[src/core/adcsq_defines.vh]
// adcsq register map, fields, reset values and timing constants
`ifndef ADCSQ_DEFINES_VH
`define ADCSQ_DEFINES_VH
// =====================================================
// register indices, bus byte address is four times the index
`define ADCSQ_OFF_CLKDIV     8'hf2
`define ADCSQ_OFF_CONTROL    8'hf3
`define ADCSQ_OFF_RES_LOW    8'hf4
`define ADCSQ_OFF_RES_HIGH   8'hf5
`define ADCSQ_OFF_AUX        8'hf8
// =====================================================
// converter_control fields
`define ADCSQ_CTL_HALT       6
`define ADCSQ_CTL_POWER      5
`define ADCSQ_CTL_DONE       4
`define ADCSQ_CTL_GO         3
`define ADCSQ_CTL_SEL_HI     2
`define ADCSQ_CTL_SEL_LO     0
// aux register fields
`define ADCSQ_AUX_IRQEN      0
`define ADCSQ_AUX_X2         1
// divider field
`define ADCSQ_DIV_HI         4
`define ADCSQ_DIV_LO         0
// =====================================================
// reset values
`define ADCSQ_RST_CONTROL    8'h00
`define ADCSQ_RST_CLKDIV     5'h00
`define ADCSQ_RST_RESULT     10'h000
// =====================================================
// timing
`define ADCSQ_ZERO_DIV_STD   8'h80
`define ADCSQ_ZERO_DIV_X2    8'h40
`define ADCSQ_CONV_TICKS     4'hb
// axi responses
`define ADCSQ_RESP_OKAY      2'h0
`define ADCSQ_RESP_SLVERR    2'h2
`endif

[src/core/adcsq_clkgen.v]
// adcsq converter clock tick generator
`timescale 1ns/100ps
`include "adcsq_defines.vh"
module adcsq_clkgen (
    input  wire       aclk,
    input  wire       aresetn,
    input  wire       run,
    input  wire       double_speed_clocking,
    input  wire [4:0] clock_divide_value,
    output reg        tick
);
    reg  [7:0] count;
    wire [7:0] ratio;
    // =====================================================
    // ratio selection
    assign ratio = double_speed_clocking ?
        ((clock_divide_value == 5'h00) ? `ADCSQ_ZERO_DIV_X2 :
            {2'h0, clock_divide_value, 1'h0}) :
        ((clock_divide_value == 5'h00) ? `ADCSQ_ZERO_DIV_STD :
            {1'h0, clock_divide_value, 2'h0});
    // =====================================================
    // divider
    always @(posedge aclk) begin
        if (!aresetn || !run) begin
            count <= 8'h00;
            tick  <= 1'b0;
        end else if (count >= ratio - 8'h01) begin
            count <= 8'h00;
            tick  <= 1'b1;
        end else begin
            count <= count + 8'h01;
            tick  <= 1'b0;
        end
    end
endmodule // adcsq_clkgen

[src/core/adcsq_seq.v]
// adcsq conversion sequencer, eleven converter clock periods
`timescale 1ns/100ps
`include "adcsq_defines.vh"
module adcsq_seq (
    input  wire       aclk,
    input  wire       aresetn,
    input  wire       start,
    input  wire       tick,
    output reg        busy,
    output reg        sample_hold,
    output reg        finish
);
    localparam S_IDLE = 1'b0;
    localparam S_CONV = 1'b1;
    reg       state;
    reg [3:0] ticks;
    // =====================================================
    // sequencer
    always @(posedge aclk) begin
        if (!aresetn) begin
            state       <= S_IDLE;
            ticks       <= 4'h0;
            busy        <= 1'b0;
            sample_hold <= 1'b0;
            finish      <= 1'b0;
        end else begin
            finish <= 1'b0;
            case (state)
                S_IDLE: begin
                    if (start) begin
                        state       <= S_CONV;
                        ticks       <= 4'h0;
                        busy        <= 1'b1;
                        sample_hold <= 1'b1;
                    end
                end
                S_CONV: begin
                    if (tick) begin
                        sample_hold <= 1'b0;
                        if (ticks == `ADCSQ_CONV_TICKS - 4'h1) begin
                            state  <= S_IDLE;
                            busy   <= 1'b0;
                            finish <= 1'b1;
                        end else begin
                            ticks <= ticks + 4'h1;
                        end
                    end
                end
                default: begin
                    state <= S_IDLE;
                end
            endcase
        end
    end
endmodule // adcsq_seq

[src/core/adcsq_top.v]
// adcsq converter control block with axi4-lite register slave
//
// Register access over AXI4-Lite is this design's own decision.
`timescale 1ns/100ps
`include "adcsq_defines.vh"
// Contract
// halt flag set: processor held during conversion, peripherals run
// power bit on powers converter, off puts it in standby
// writing go starts one conversion; hardware clears go when done
// done flag sets when result ready and may request interrupt
// three-bit input select in control bits 2 to 0
// standard clocking: divide by four times value, zero gives 128
// double speed: divide by two times value, zero gives 64
// divider field bits 4 to 0; reserved upper bits
// software writes no ones into reserved bits
// high result register shows result bits 9 to 2
// low result register shows result bits 1 to 0
// control and result registers reset to zero
// input select code is plain binary, 0 to 7
// software clears done flag; clearing re-arms interrupt
// interrupt request when done set and interrupt enable set
// conversion lasts eleven converter clock periods
// results update with done set and go clear; go zero ignored
module adcsq_top (
    input  wire        aclk,
    input  wire        aresetn,
    input  wire [9:0]  s_axi_awaddr,
    input  wire        s_axi_awvalid,
    output wire        s_axi_awready,
    input  wire [31:0] s_axi_wdata,
    input  wire [3:0]  s_axi_wstrb,
    input  wire        s_axi_wvalid,
    output wire        s_axi_wready,
    output reg  [1:0]  s_axi_bresp,
    output reg         s_axi_bvalid,
    input  wire        s_axi_bready,
    input  wire [9:0]  s_axi_araddr,
    input  wire        s_axi_arvalid,
    output wire        s_axi_arready,
    output reg  [31:0] s_axi_rdata,
    output reg  [1:0]  s_axi_rresp,
    output reg         s_axi_rvalid,
    input  wire        s_axi_rready,
    input  wire [9:0]  conv_result,
    output reg         converter_power_on,
    output reg  [2:0]  input_select,
    output wire        sample_hold,
    output wire        conv_active,
    output wire        cpu_halt,
    output wire        conversion_irq
);
    // =====================================================
    // registers
    reg        quiet_conversion_halt;
    reg        conversion_done_flag;
    reg        conversion_go;
    reg [4:0]  clock_divide_value;
    reg        conversion_irq_enable;
    reg        double_speed_clocking;
    reg [9:0]  result;
    reg        aw_held;
    reg [7:0]  aw_addr;
    reg        w_held;
    reg [31:0] w_data;
    reg        w_lane0;
    wire       do_write;
    wire       start_pulse;
    wire       tick;
    wire       busy;
    wire       finish;
    wire [7:0] ctl_read;

    function addr_known;
        input [7:0] a;
        begin
            addr_known = (a == `ADCSQ_OFF_CLKDIV) || (a == `ADCSQ_OFF_CONTROL) ||
                         (a == `ADCSQ_OFF_RES_LOW) || (a == `ADCSQ_OFF_RES_HIGH) ||
                         (a == `ADCSQ_OFF_AUX);
        end
    endfunction

    // =====================================================
    // write channels, taken in either order
    assign s_axi_awready = !aw_held && !s_axi_bvalid;
    assign s_axi_wready  = !w_held && !s_axi_bvalid;
    assign do_write      = aw_held && w_held && !s_axi_bvalid;

    always @(posedge aclk) begin
        if (!aresetn) begin
            aw_held      <= 1'b0;
            aw_addr      <= 8'h00;
            w_held       <= 1'b0;
            w_data       <= 32'h00000000;
            w_lane0      <= 1'b0;
            s_axi_bvalid <= 1'b0;
            s_axi_bresp  <= `ADCSQ_RESP_OKAY;
        end else begin
            if (s_axi_awvalid && s_axi_awready) begin
                aw_held <= 1'b1;
                aw_addr <= s_axi_awaddr[9:2];
            end
            if (s_axi_wvalid && s_axi_wready) begin
                w_held  <= 1'b1;
                w_data  <= s_axi_wdata;
                w_lane0 <= s_axi_wstrb[0];
            end
            if (do_write) begin
                aw_held      <= 1'b0;
                w_held       <= 1'b0;
                s_axi_bvalid <= 1'b1;
                s_axi_bresp  <= addr_known(aw_addr) ? `ADCSQ_RESP_OKAY : `ADCSQ_RESP_SLVERR;
            end else if (s_axi_bvalid && s_axi_bready) begin
                s_axi_bvalid <= 1'b0;
            end
        end
    end

    // =====================================================
    // control state
    assign start_pulse = do_write && w_lane0 && (aw_addr == `ADCSQ_OFF_CONTROL) &&
                         w_data[`ADCSQ_CTL_GO] && !conversion_go;

    always @(posedge aclk) begin
        if (!aresetn) begin
            quiet_conversion_halt <= 1'b0;
            converter_power_on    <= 1'b0;
            conversion_done_flag  <= 1'b0;
            conversion_go         <= 1'b0;
            input_select          <= 3'h0;
            clock_divide_value    <= `ADCSQ_RST_CLKDIV;
            conversion_irq_enable <= 1'b0;
            double_speed_clocking <= 1'b0;
            result                <= `ADCSQ_RST_RESULT;
        end else begin
            if (do_write && w_lane0) begin
                case (aw_addr)
                    `ADCSQ_OFF_CONTROL: begin
                        quiet_conversion_halt <= w_data[`ADCSQ_CTL_HALT];
                        converter_power_on    <= w_data[`ADCSQ_CTL_POWER];
                        input_select <= w_data[`ADCSQ_CTL_SEL_HI:`ADCSQ_CTL_SEL_LO];
                        if (!w_data[`ADCSQ_CTL_DONE])
                            conversion_done_flag <= 1'b0;
                        if (w_data[`ADCSQ_CTL_GO] && converter_power_on)
                            conversion_go <= 1'b1;
                    end
                    `ADCSQ_OFF_CLKDIV: begin
                        clock_divide_value <= w_data[`ADCSQ_DIV_HI:`ADCSQ_DIV_LO];
                    end
                    `ADCSQ_OFF_AUX: begin
                        conversion_irq_enable <= w_data[`ADCSQ_AUX_IRQEN];
                        double_speed_clocking <= w_data[`ADCSQ_AUX_X2];
                    end
                    default: begin
                    end
                endcase
            end
            if (finish) begin
                conversion_done_flag <= 1'b1;
                conversion_go        <= 1'b0;
                result               <= conv_result;
            end
        end
    end

    // =====================================================
    // converter clock and sequencer
    adcsq_clkgen u_clkgen (
        .aclk                  (aclk),
        .aresetn               (aresetn),
        .run                   (busy),
        .double_speed_clocking (double_speed_clocking),
        .clock_divide_value    (clock_divide_value),
        .tick                  (tick)
    );

    adcsq_seq u_seq (
        .aclk        (aclk),
        .aresetn     (aresetn),
        .start       (start_pulse && converter_power_on),
        .tick        (tick),
        .busy        (busy),
        .sample_hold (sample_hold),
        .finish      (finish)
    );

    assign conv_active    = busy;
    assign cpu_halt       = busy && quiet_conversion_halt;
    assign conversion_irq = conversion_done_flag && conversion_irq_enable;

    // =====================================================
    // read channel
    assign ctl_read = {1'b0, quiet_conversion_halt, converter_power_on,
                       conversion_done_flag, conversion_go, input_select};
    assign s_axi_arready = !s_axi_rvalid;

    always @(posedge aclk) begin
        if (!aresetn) begin
            s_axi_rvalid <= 1'b0;
            s_axi_rdata  <= 32'h00000000;
            s_axi_rresp  <= `ADCSQ_RESP_OKAY;
        end else if (s_axi_arvalid && s_axi_arready) begin
            s_axi_rvalid <= 1'b1;
            s_axi_rresp  <= addr_known(s_axi_araddr[9:2]) ?
                            `ADCSQ_RESP_OKAY : `ADCSQ_RESP_SLVERR;
            case (s_axi_araddr[9:2])
                `ADCSQ_OFF_CONTROL:  s_axi_rdata <= {24'h000000, ctl_read};
                `ADCSQ_OFF_CLKDIV:   s_axi_rdata <= {27'h0000000, clock_divide_value};
                `ADCSQ_OFF_RES_LOW:  s_axi_rdata <= {30'h00000000, result[1:0]};
                `ADCSQ_OFF_RES_HIGH: s_axi_rdata <= {24'h000000, result[9:2]};
                `ADCSQ_OFF_AUX:      s_axi_rdata <= {30'h00000000, double_speed_clocking,
                                                     conversion_irq_enable};
                default:             s_axi_rdata <= 32'h00000000;
            endcase
        end else if (s_axi_rvalid && s_axi_rready) begin
            s_axi_rvalid <= 1'b0;
        end
    end
endmodule // adcsq_top

[config.mk]
export PLATFORM = sky130hd
export DESIGN_NAME = adcsq_top
export DESIGN_NICKNAME = d
export VERILOG_FILES = /design/src/core/adcsq_clkgen.v /design/src/core/adcsq_seq.v /design/src/core/adcsq_top.v
export VERILOG_INCLUDE_DIRS = /design/src /design/src/core
export SDC_FILE = /design/constraint.sdc
export NUM_CORES = 1
export LEC_CHECK = 0
export BUFFER_PORTS_ARGS = -buffer_cell sky130_fd_sc_hd__buf_2
export CAP_MARGIN = 5
export CORE_ASPECT_RATIO = 0.75
export CORE_UTILIZATION = 45
export DETAILED_ROUTE_END_ITERATION = 10
export PLACE_DENSITY = 0.85
export SYNTH_ARGS = -nofsm -noshare
export SYNTH_HDL_FRONTEND = slang
export SYNTH_SLANG_ARGS = --single-unit
[constraint.sdc]
create_clock -name aclk -period 2.5 [get_ports aclk]
set_input_delay 0.375 -clock aclk [delete_from_list [all_inputs] [get_ports aclk]]
set_output_delay 0.375 -clock aclk [all_outputs]
set_load 0.005 [all_outputs]
==> out/metrics.cfg, run 1 <==
[logic_synthesis]
synth_mux_area_share_pct=8.96
netlist-cell-type-count=48
ys_top_cells_by_area=dfxtp_1 40%, mux2i_1 9.0%, buf_4 5.5%
yosys.area.top_type_share_pct=39.8
yosys_register_bits=71
yosysSeqAreaShare_pct=39.8
synth_compound_gate_area_share_pct=13.7
yosys.area.top_type=dfxtp_1
netlist_area_um2=3570
most_used_flip_flop_cell_after_synthesis=dfxtp_1
synth-simple-area-share_pct=22.1
postSynthCellCount=414
synth-adder-area-share_pct=3.85
async_flop_share_pct=0
mean_post_synth_cell_area_um2=8.63
synth_top_family_by_area=simple AND/OR/NAND/NOR gates
synth_xor_area_share_pct=2.70
synth-edff-count=0
synth_warnings=0

[floorplanning]
placementRows=27
chipWidth_um=105
die_area_um2=8310
design.core.area_um2=7500
number_of_i_o_pins=122
die_height_um=79.2
floorplan.initialDensity_pct=47.6

[finish]
area.growth.synth_to_final_pct=16.6
layoutNonFillerInstCount=580
finish.net_count=558
antennaDiodeCount=0
layout.cells.most_common=dfxtp_1
drive_gt1_share_pct=21.3
layout.cells.most_common_list=69 x dfxtp_1, 63 x buf_2, 43 x nor2_1, 42 x nand2_1, 31 x mux2i_1

[power]
irDropWorstVdd_mv=0.335
power_w=0.00238
power.net_switching_w=0.000581
cellLeakagePower_nw=1.77
sequentialPowerShare_pct=49.7
power_density_nw_per_um2=571
power_frac_clock_pct=42.9
netSwitchingFraction_pct=24.4
comb_power_share_pct=7.4
cell_internal_pwr_w=0.00180

[global_routing]
antenna_violations_before_repair=0
number_of_global_route_vias_before_repair=2967
grt_start_max_net_pins=25
global_route.overflow_total=0
grt.total_usage_pct=20.6
grt_pass1_wl_um=13600

[place]
detailed_place_hpwl_um=6020
dp_cells=562
io_buffers=63
gp_congestion=0.803

[clocking]
cts.root.buffer_cell=clkbuf_8
clk_transition_reported_paths_ns=0.08
cts_made_buffers=9
cts_max_path_buffers=2
insertion_delay_ns=0.35
cts-htree-levels=3
clock_sink_count=71
post_cts_hold_buffer_count=0
clock_tree_from_tritoncts=yes

[worst_setup_path]
largest_driver_fanout_on_the_critical_path=4
cpPeakStageDelay_ns=0.37
worst-endpoint-arrival_ns=2.71
cp_slowest_cell=dfxtp_4
worstSetupPathType=register to register
critical_path.cell_chain=mux2i_2, ha_2, nor3b_2, xnor2_1, nor2_1, a21oi_1, ha_1, o21a_1, o211ai_1, buf_4, o21ai_0, and3_1
setup.worst_path.end_class=register
start_kind=register
timing.critical_path.required_ns=2.75

[route]
detailedRoute.firstIterationViolations=227
dr_total_vias=3183
postRouteWirelength_um=8420
drc_errors=0
detail_route.first_pass.iterations=5
drt-wirelength-per-cell_um=14.5
route.antenna.remaining_nets=0
dr_vias_cell=5.49

[timing]
max_slew.worst_pin.slew_ns=0.723
totalNegativeSetupSlack_ns=0
timing.clock.skew_ns=0.0110
report.final.hold_viol_count=0
timing.final.setup_violations=0
final_period_minus_worst_setup_slack_ns=2.46
hold-worst-slack_ns=0.253
drv_slew=0
final.period_utilization_pct=98.3
achievable-frequency_ghz=0.407
worst_slew_margin_rel_pct=51.7

[outcome]
run_status=finished clean

[min_path]
min_path_type=input pin to register

[flow_run]
drv.max_cap_violation_count=0

==> final timing paths <==
path	start	to	slack [ns]	cells past startpoint
max	double_speed_clocking	u_clkgen.tick	0.04	12
min	conv_result[0]	result[0]	0.25	3
max reg2reg	double_speed_clocking	u_clkgen.tick	0.04	12
min reg2reg	s_axi_rdata[5]	s_axi_rdata[5]	0.46	2
==> power groups by stage <==
stage / clock network, W / logic, W / registers, W
2_1_floorplan: 0 / 0.000135 / 0.00120
3_3_place_gp: 0 / 0.000165 / 0.00121
3_5_place_dp: 0 / 0.000171 / 0.00121
4_1_cts: 0.00103 / 0.000173 / 0.00118
5_1_grt: 0.00108 / 0.000196 / 0.00119
6_report: 0.00102 / 0.000175 / 0.00118
==> flip-flops by register name, indices dropped and copies added, names as in the netlist, 3 cells and up <==
register / count
u_clkgen.count: 8
aw_addr: 8
input_select: 3
clock_divide_value: 5
u_seq.ticks: 4
s_axi_rdata: 8
w_data: 7
result: 10
==> routing by layer <==
layer  global-route usage, %  wire, um  vias to the layer above
li1                        -         -                     1512
met1                    24.1      3490                     1510
met2                    35.7      4260                      133
met3                    5.99       465                       28
met4                    8.45       204                        0
met5                       0         0                        -
==> critical path, delay by kind of cell (launching register included) <==
family	cells	cell delay, ns
and+or+nand+nor	3	0.43
xor gates and xnor gates	1	0.14
muxes	1	0.22
adders and majority gates	2	0.49
buffers and inverters	1	0.17
AOI/OAI and AO/OA	4	0.53
DFF	1	0.37
==> Yosys cell counts, types with 6 or more instances <==
cell type and count:
a21oi_1 32, inv_1 7, nand2_1 42, o21ai_0 15, mux2i_1 32, nand2b_1 9, nor2_1 44, dfxtp_1 71
xnor2_1 6, nand3_1 10, clkbuf_1 17, nand3b_1 6, ha_1 11, nor3_1 8, buf_4 26, nor3b_1 6
nor2b_1 7
==> stage by stage <==
step / worst slack [ns] / instance area (um^2) / util [%]
after floorplan: 0.0643 / 3670 / -
after global placement: 0.0411 / 3880 / 51.7
after detailed placement: -0.0854 / 3880 / 51.7
after CTS: 0.0455 / 4120 / 55.0
after global routing: -0.0617 / 4170 / 55.5
final: 0.0414 / 4170 / 55.5
==> cells by family after synthesis <==
| kind of cell | Yosys count |
|---|---|
| adders and majority gates | 11 |
| and+or+nand+nor | 154 |
| other | 1 |
| xor gates and xnor gates | 11 |
| AOI/OAI and AO/OA | 79 |
| DFF | 71 |
| buffers and inverters | 55 |
| muxes | 32 |
==> cell type report <==
cell class | instances | area, um^2
fill | 624 | 3330
multi-input combinational | 313 | 1990
sequential | 71 | 1430
timing repair buffer | 71 | 375
clock buffer | 10 | 128
tap | 101 | 126
clock inverter | 6 | 91.3
inverter | 8 | 30.0
==> what timing repair did <==
item	CTS	global route
gates resized for setup	5	8
pin swaps	5	4
setup buffers	1	1
setup endpoints to repair	9	9
No activity file was read; power rests on OpenSTA's default activity.
==> run 2: changes to the inputs <==
--- a/config.mk
+++ b/config.mk
@@ -9,9 +9,10 @@
 export BUFFER_PORTS_ARGS = -buffer_cell sky130_fd_sc_hd__buf_2
 export CAP_MARGIN = 5
 export CORE_ASPECT_RATIO = 0.75
-export CORE_UTILIZATION = 45
+export CORE_UTILIZATION = 55
+export CTS_BUF_LIST = sky130_fd_sc_hd__clkbuf_8
 export DETAILED_ROUTE_END_ITERATION = 10
-export PLACE_DENSITY = 0.85
+export PLACE_DENSITY = 0.95
 export SYNTH_ARGS = -nofsm -noshare
 export SYNTH_HDL_FRONTEND = slang
 export SYNTH_SLANG_ARGS = --single-unit
==> constraint.sdc (replaced) <==
create_clock -name aclk -period 2.85 [get_ports aclk]
set_input_delay 0.4275 -clock aclk [delete_from_list [all_inputs] [get_ports aclk]]
set_output_delay 0.4275 -clock aclk [all_outputs]
set_load 0.005 [all_outputs]
==> run 2 against run 1 <==
Die area shrank 18%. Setup slack gained 0.20 ns. Via count grew 0.75%. Global-route usage grew 5.1 points. Clock skew shrank 0.0051 ns. Hold slack gained 0.051 ns. Routed wire length grew 0.19%. Core utilization grew 9.1 points. Critical path type unchanged. Critical endpoint unchanged. Highest routed layer unchanged.
==> out/metrics.cfg, run 2 (synthesis gave the netlist of run 1 again) <==
[outcome]
run_status=finished clean

[finish]
layout.cells.most_common_list=71 x dfxtp_1, 63 x buf_2, 44 x nor2_1, 42 x nand2_1
sequential_cell_area_um2=1420
cell_area_after_layout_um2=4060
antennaDiodeCount=0
largest_register_ffs=10
layoutNonFillerInstCount=554
fillCellCount=469
multi_input_comb_area_um2=1940
final_core_util_pct=64.6
finish.net_count=552
area.growth.synth_to_final_pct=13.7
drive_gt1_share_pct=18.4
layout.cells.most_common=dfxtp_1
regMostFlops=result

[power]
power_density_nw_per_um2=528
irDropWorstVdd_mv=0.418
cellLeakagePower_nw=1.74

[clocking]
clock_sink_count=71
clk_transition_reported_paths_ns=0.08
cts_made_buffers=9
cts.root.buffer_cell=clkbuf_8
clock_tree_from_tritoncts=yes
insertion_delay_ns=0.35
post_cts_hold_buffer_count=0
cts-htree-levels=3
cts_max_path_buffers=2

[global_routing]
number_of_global_route_vias_before_repair=2899
grt_start_max_net_pins=56
grt_pass1_wl_um=13500
global_route.overflow_total=0
antenna_violations_before_repair=0
grtUsageMet1_pct=33.0
top_usage_layer=met2
grt_use_met2_pct=41.3
global_route.usage.met3_pct=6.90
grt.total_usage_pct=25.7

[timing]
worst_slew_margin_rel_pct=41.1
totalNegativeSetupSlack_ns=0
final.period_utilization_pct=91.5
layout_setup_ws_ns=0.242
max_slew.worst_pin.slew_ns=0.883
achievable-frequency_ghz=0.383
timing.final.setup_violations=0
grt_setup_unrepaired=false
final_period_minus_worst_setup_slack_ns=2.61
report.final.hold_viol_count=0
drv_slew=0
timing.clock.skew_ns=0.00587

[worst_setup_path]
start_kind=register
worst-endpoint-arrival_ns=2.86
timing.critical_path.required_ns=3.10
worstSetupPathType=register to register
setup.worst_path.end_class=register
largest_driver_fanout_on_the_critical_path=10

[floorplanning]
die_area_um2=6830
number_of_i_o_pins=122
floorplan.initialDensity_pct=56.8
die_height_um=71.8
design.core.area_um2=6290
placementRows=25
chipWidth_um=95.1

[route]
drc_errors=0
drt-wirelength-per-cell_um=15.2
dr_vias_cell=5.79
dr_total_vias=3207
route.antenna.remaining_nets=0
detail_route.first_pass.iterations=5
postRouteWirelength_um=8440
detailedRoute.firstIterationViolations=252

[min_path]
min_path_type=input pin to register

[place]
io_buffers=63
placement_cell_area_um2=3810
pre_cts_ws_ns=0.164
dp_cells=538
gp_congestion=0.854
detailed_place_hpwl_um=5660

[flow_run]
drv.max_cap_violation_count=0

run 2: cell types whose count changed in the layout (fill, tap and decap cells not counted), moves of 2 or more:
cell      previous run  this run
a21oi_1             30        32
a21oi_2              2         0
buf_4                8         2
clkbuf_8             9        11
dfxtp_1             69        71
nor3b_1              4         6
nor3b_2              2         0
run 2: power by group:
group	internal, W	total (W)	switching (W)
clock	0.000550	0.000953	0.000403
combinational	0.0000620	0.000154	0.0000915
sequential	0.00101	0.00104	0.0000236
total	0.00163	0.00215	0.000518
run 2: stage by stage:
stage	hold WS, ns	total power, W
after global placement	0.444	0.00120
final	0.304	0.00215
after CTS	0.295	0.00215
after detailed placement	0.448	0.00121
after floorplan	0.442	0.00117
after global routing	0.302	0.00222
run 2: final timing paths:
kind	start	to	slack, ns	cells after the start
max	clock_divide_value[1]	u_clkgen.tick	0.24	11
min	conv_result[0]	result[0]	0.30	3
max reg2reg	clock_divide_value[1]	u_clkgen.tick	0.24	11
min reg2reg	s_axi_rdata[6]	s_axi_rdata[6]	0.46	2
run 2: layout make-up:
type	instances	share of cell area, %
Tap cell	81	2.50
Clock inverter	5	2.13
Inverter	8	0.739
Sequential cell	71	35.0
Timing Repair Buffer	65	8.13
Multi-Input combinational cell	313	47.8
Clock buffer	11	3.73
run 2: critical path, stage by stage, from the launching register on:
cell and delay [ns]:
dfxtp_1 0.40, mux2i_1 0.21, ha_2 0.27, nor3b_1 0.26, xnor2_1 0.15, nor2_1 0.05, a21oi_1 0.15, ha_1 0.28
o21a_1 0.11, o211ai_1 0.23, o21ai_0 0.18, and3_1 0.22
run 2: repair_timing:
action	in CTS	in global routing
endpoints found under the setup margin	0	8
resized for setup	0	2
hold endpoints to repair	0	0
setup buffers	0	0
run 2: routing by layer:
layer | up-vias | routed length (um)
met3 | 30 | 523
met5 | - | 0
li1 | 1504 | -
met1 | 1529 | 3590
met2 | 144 | 4120
met4 | 0 | 198
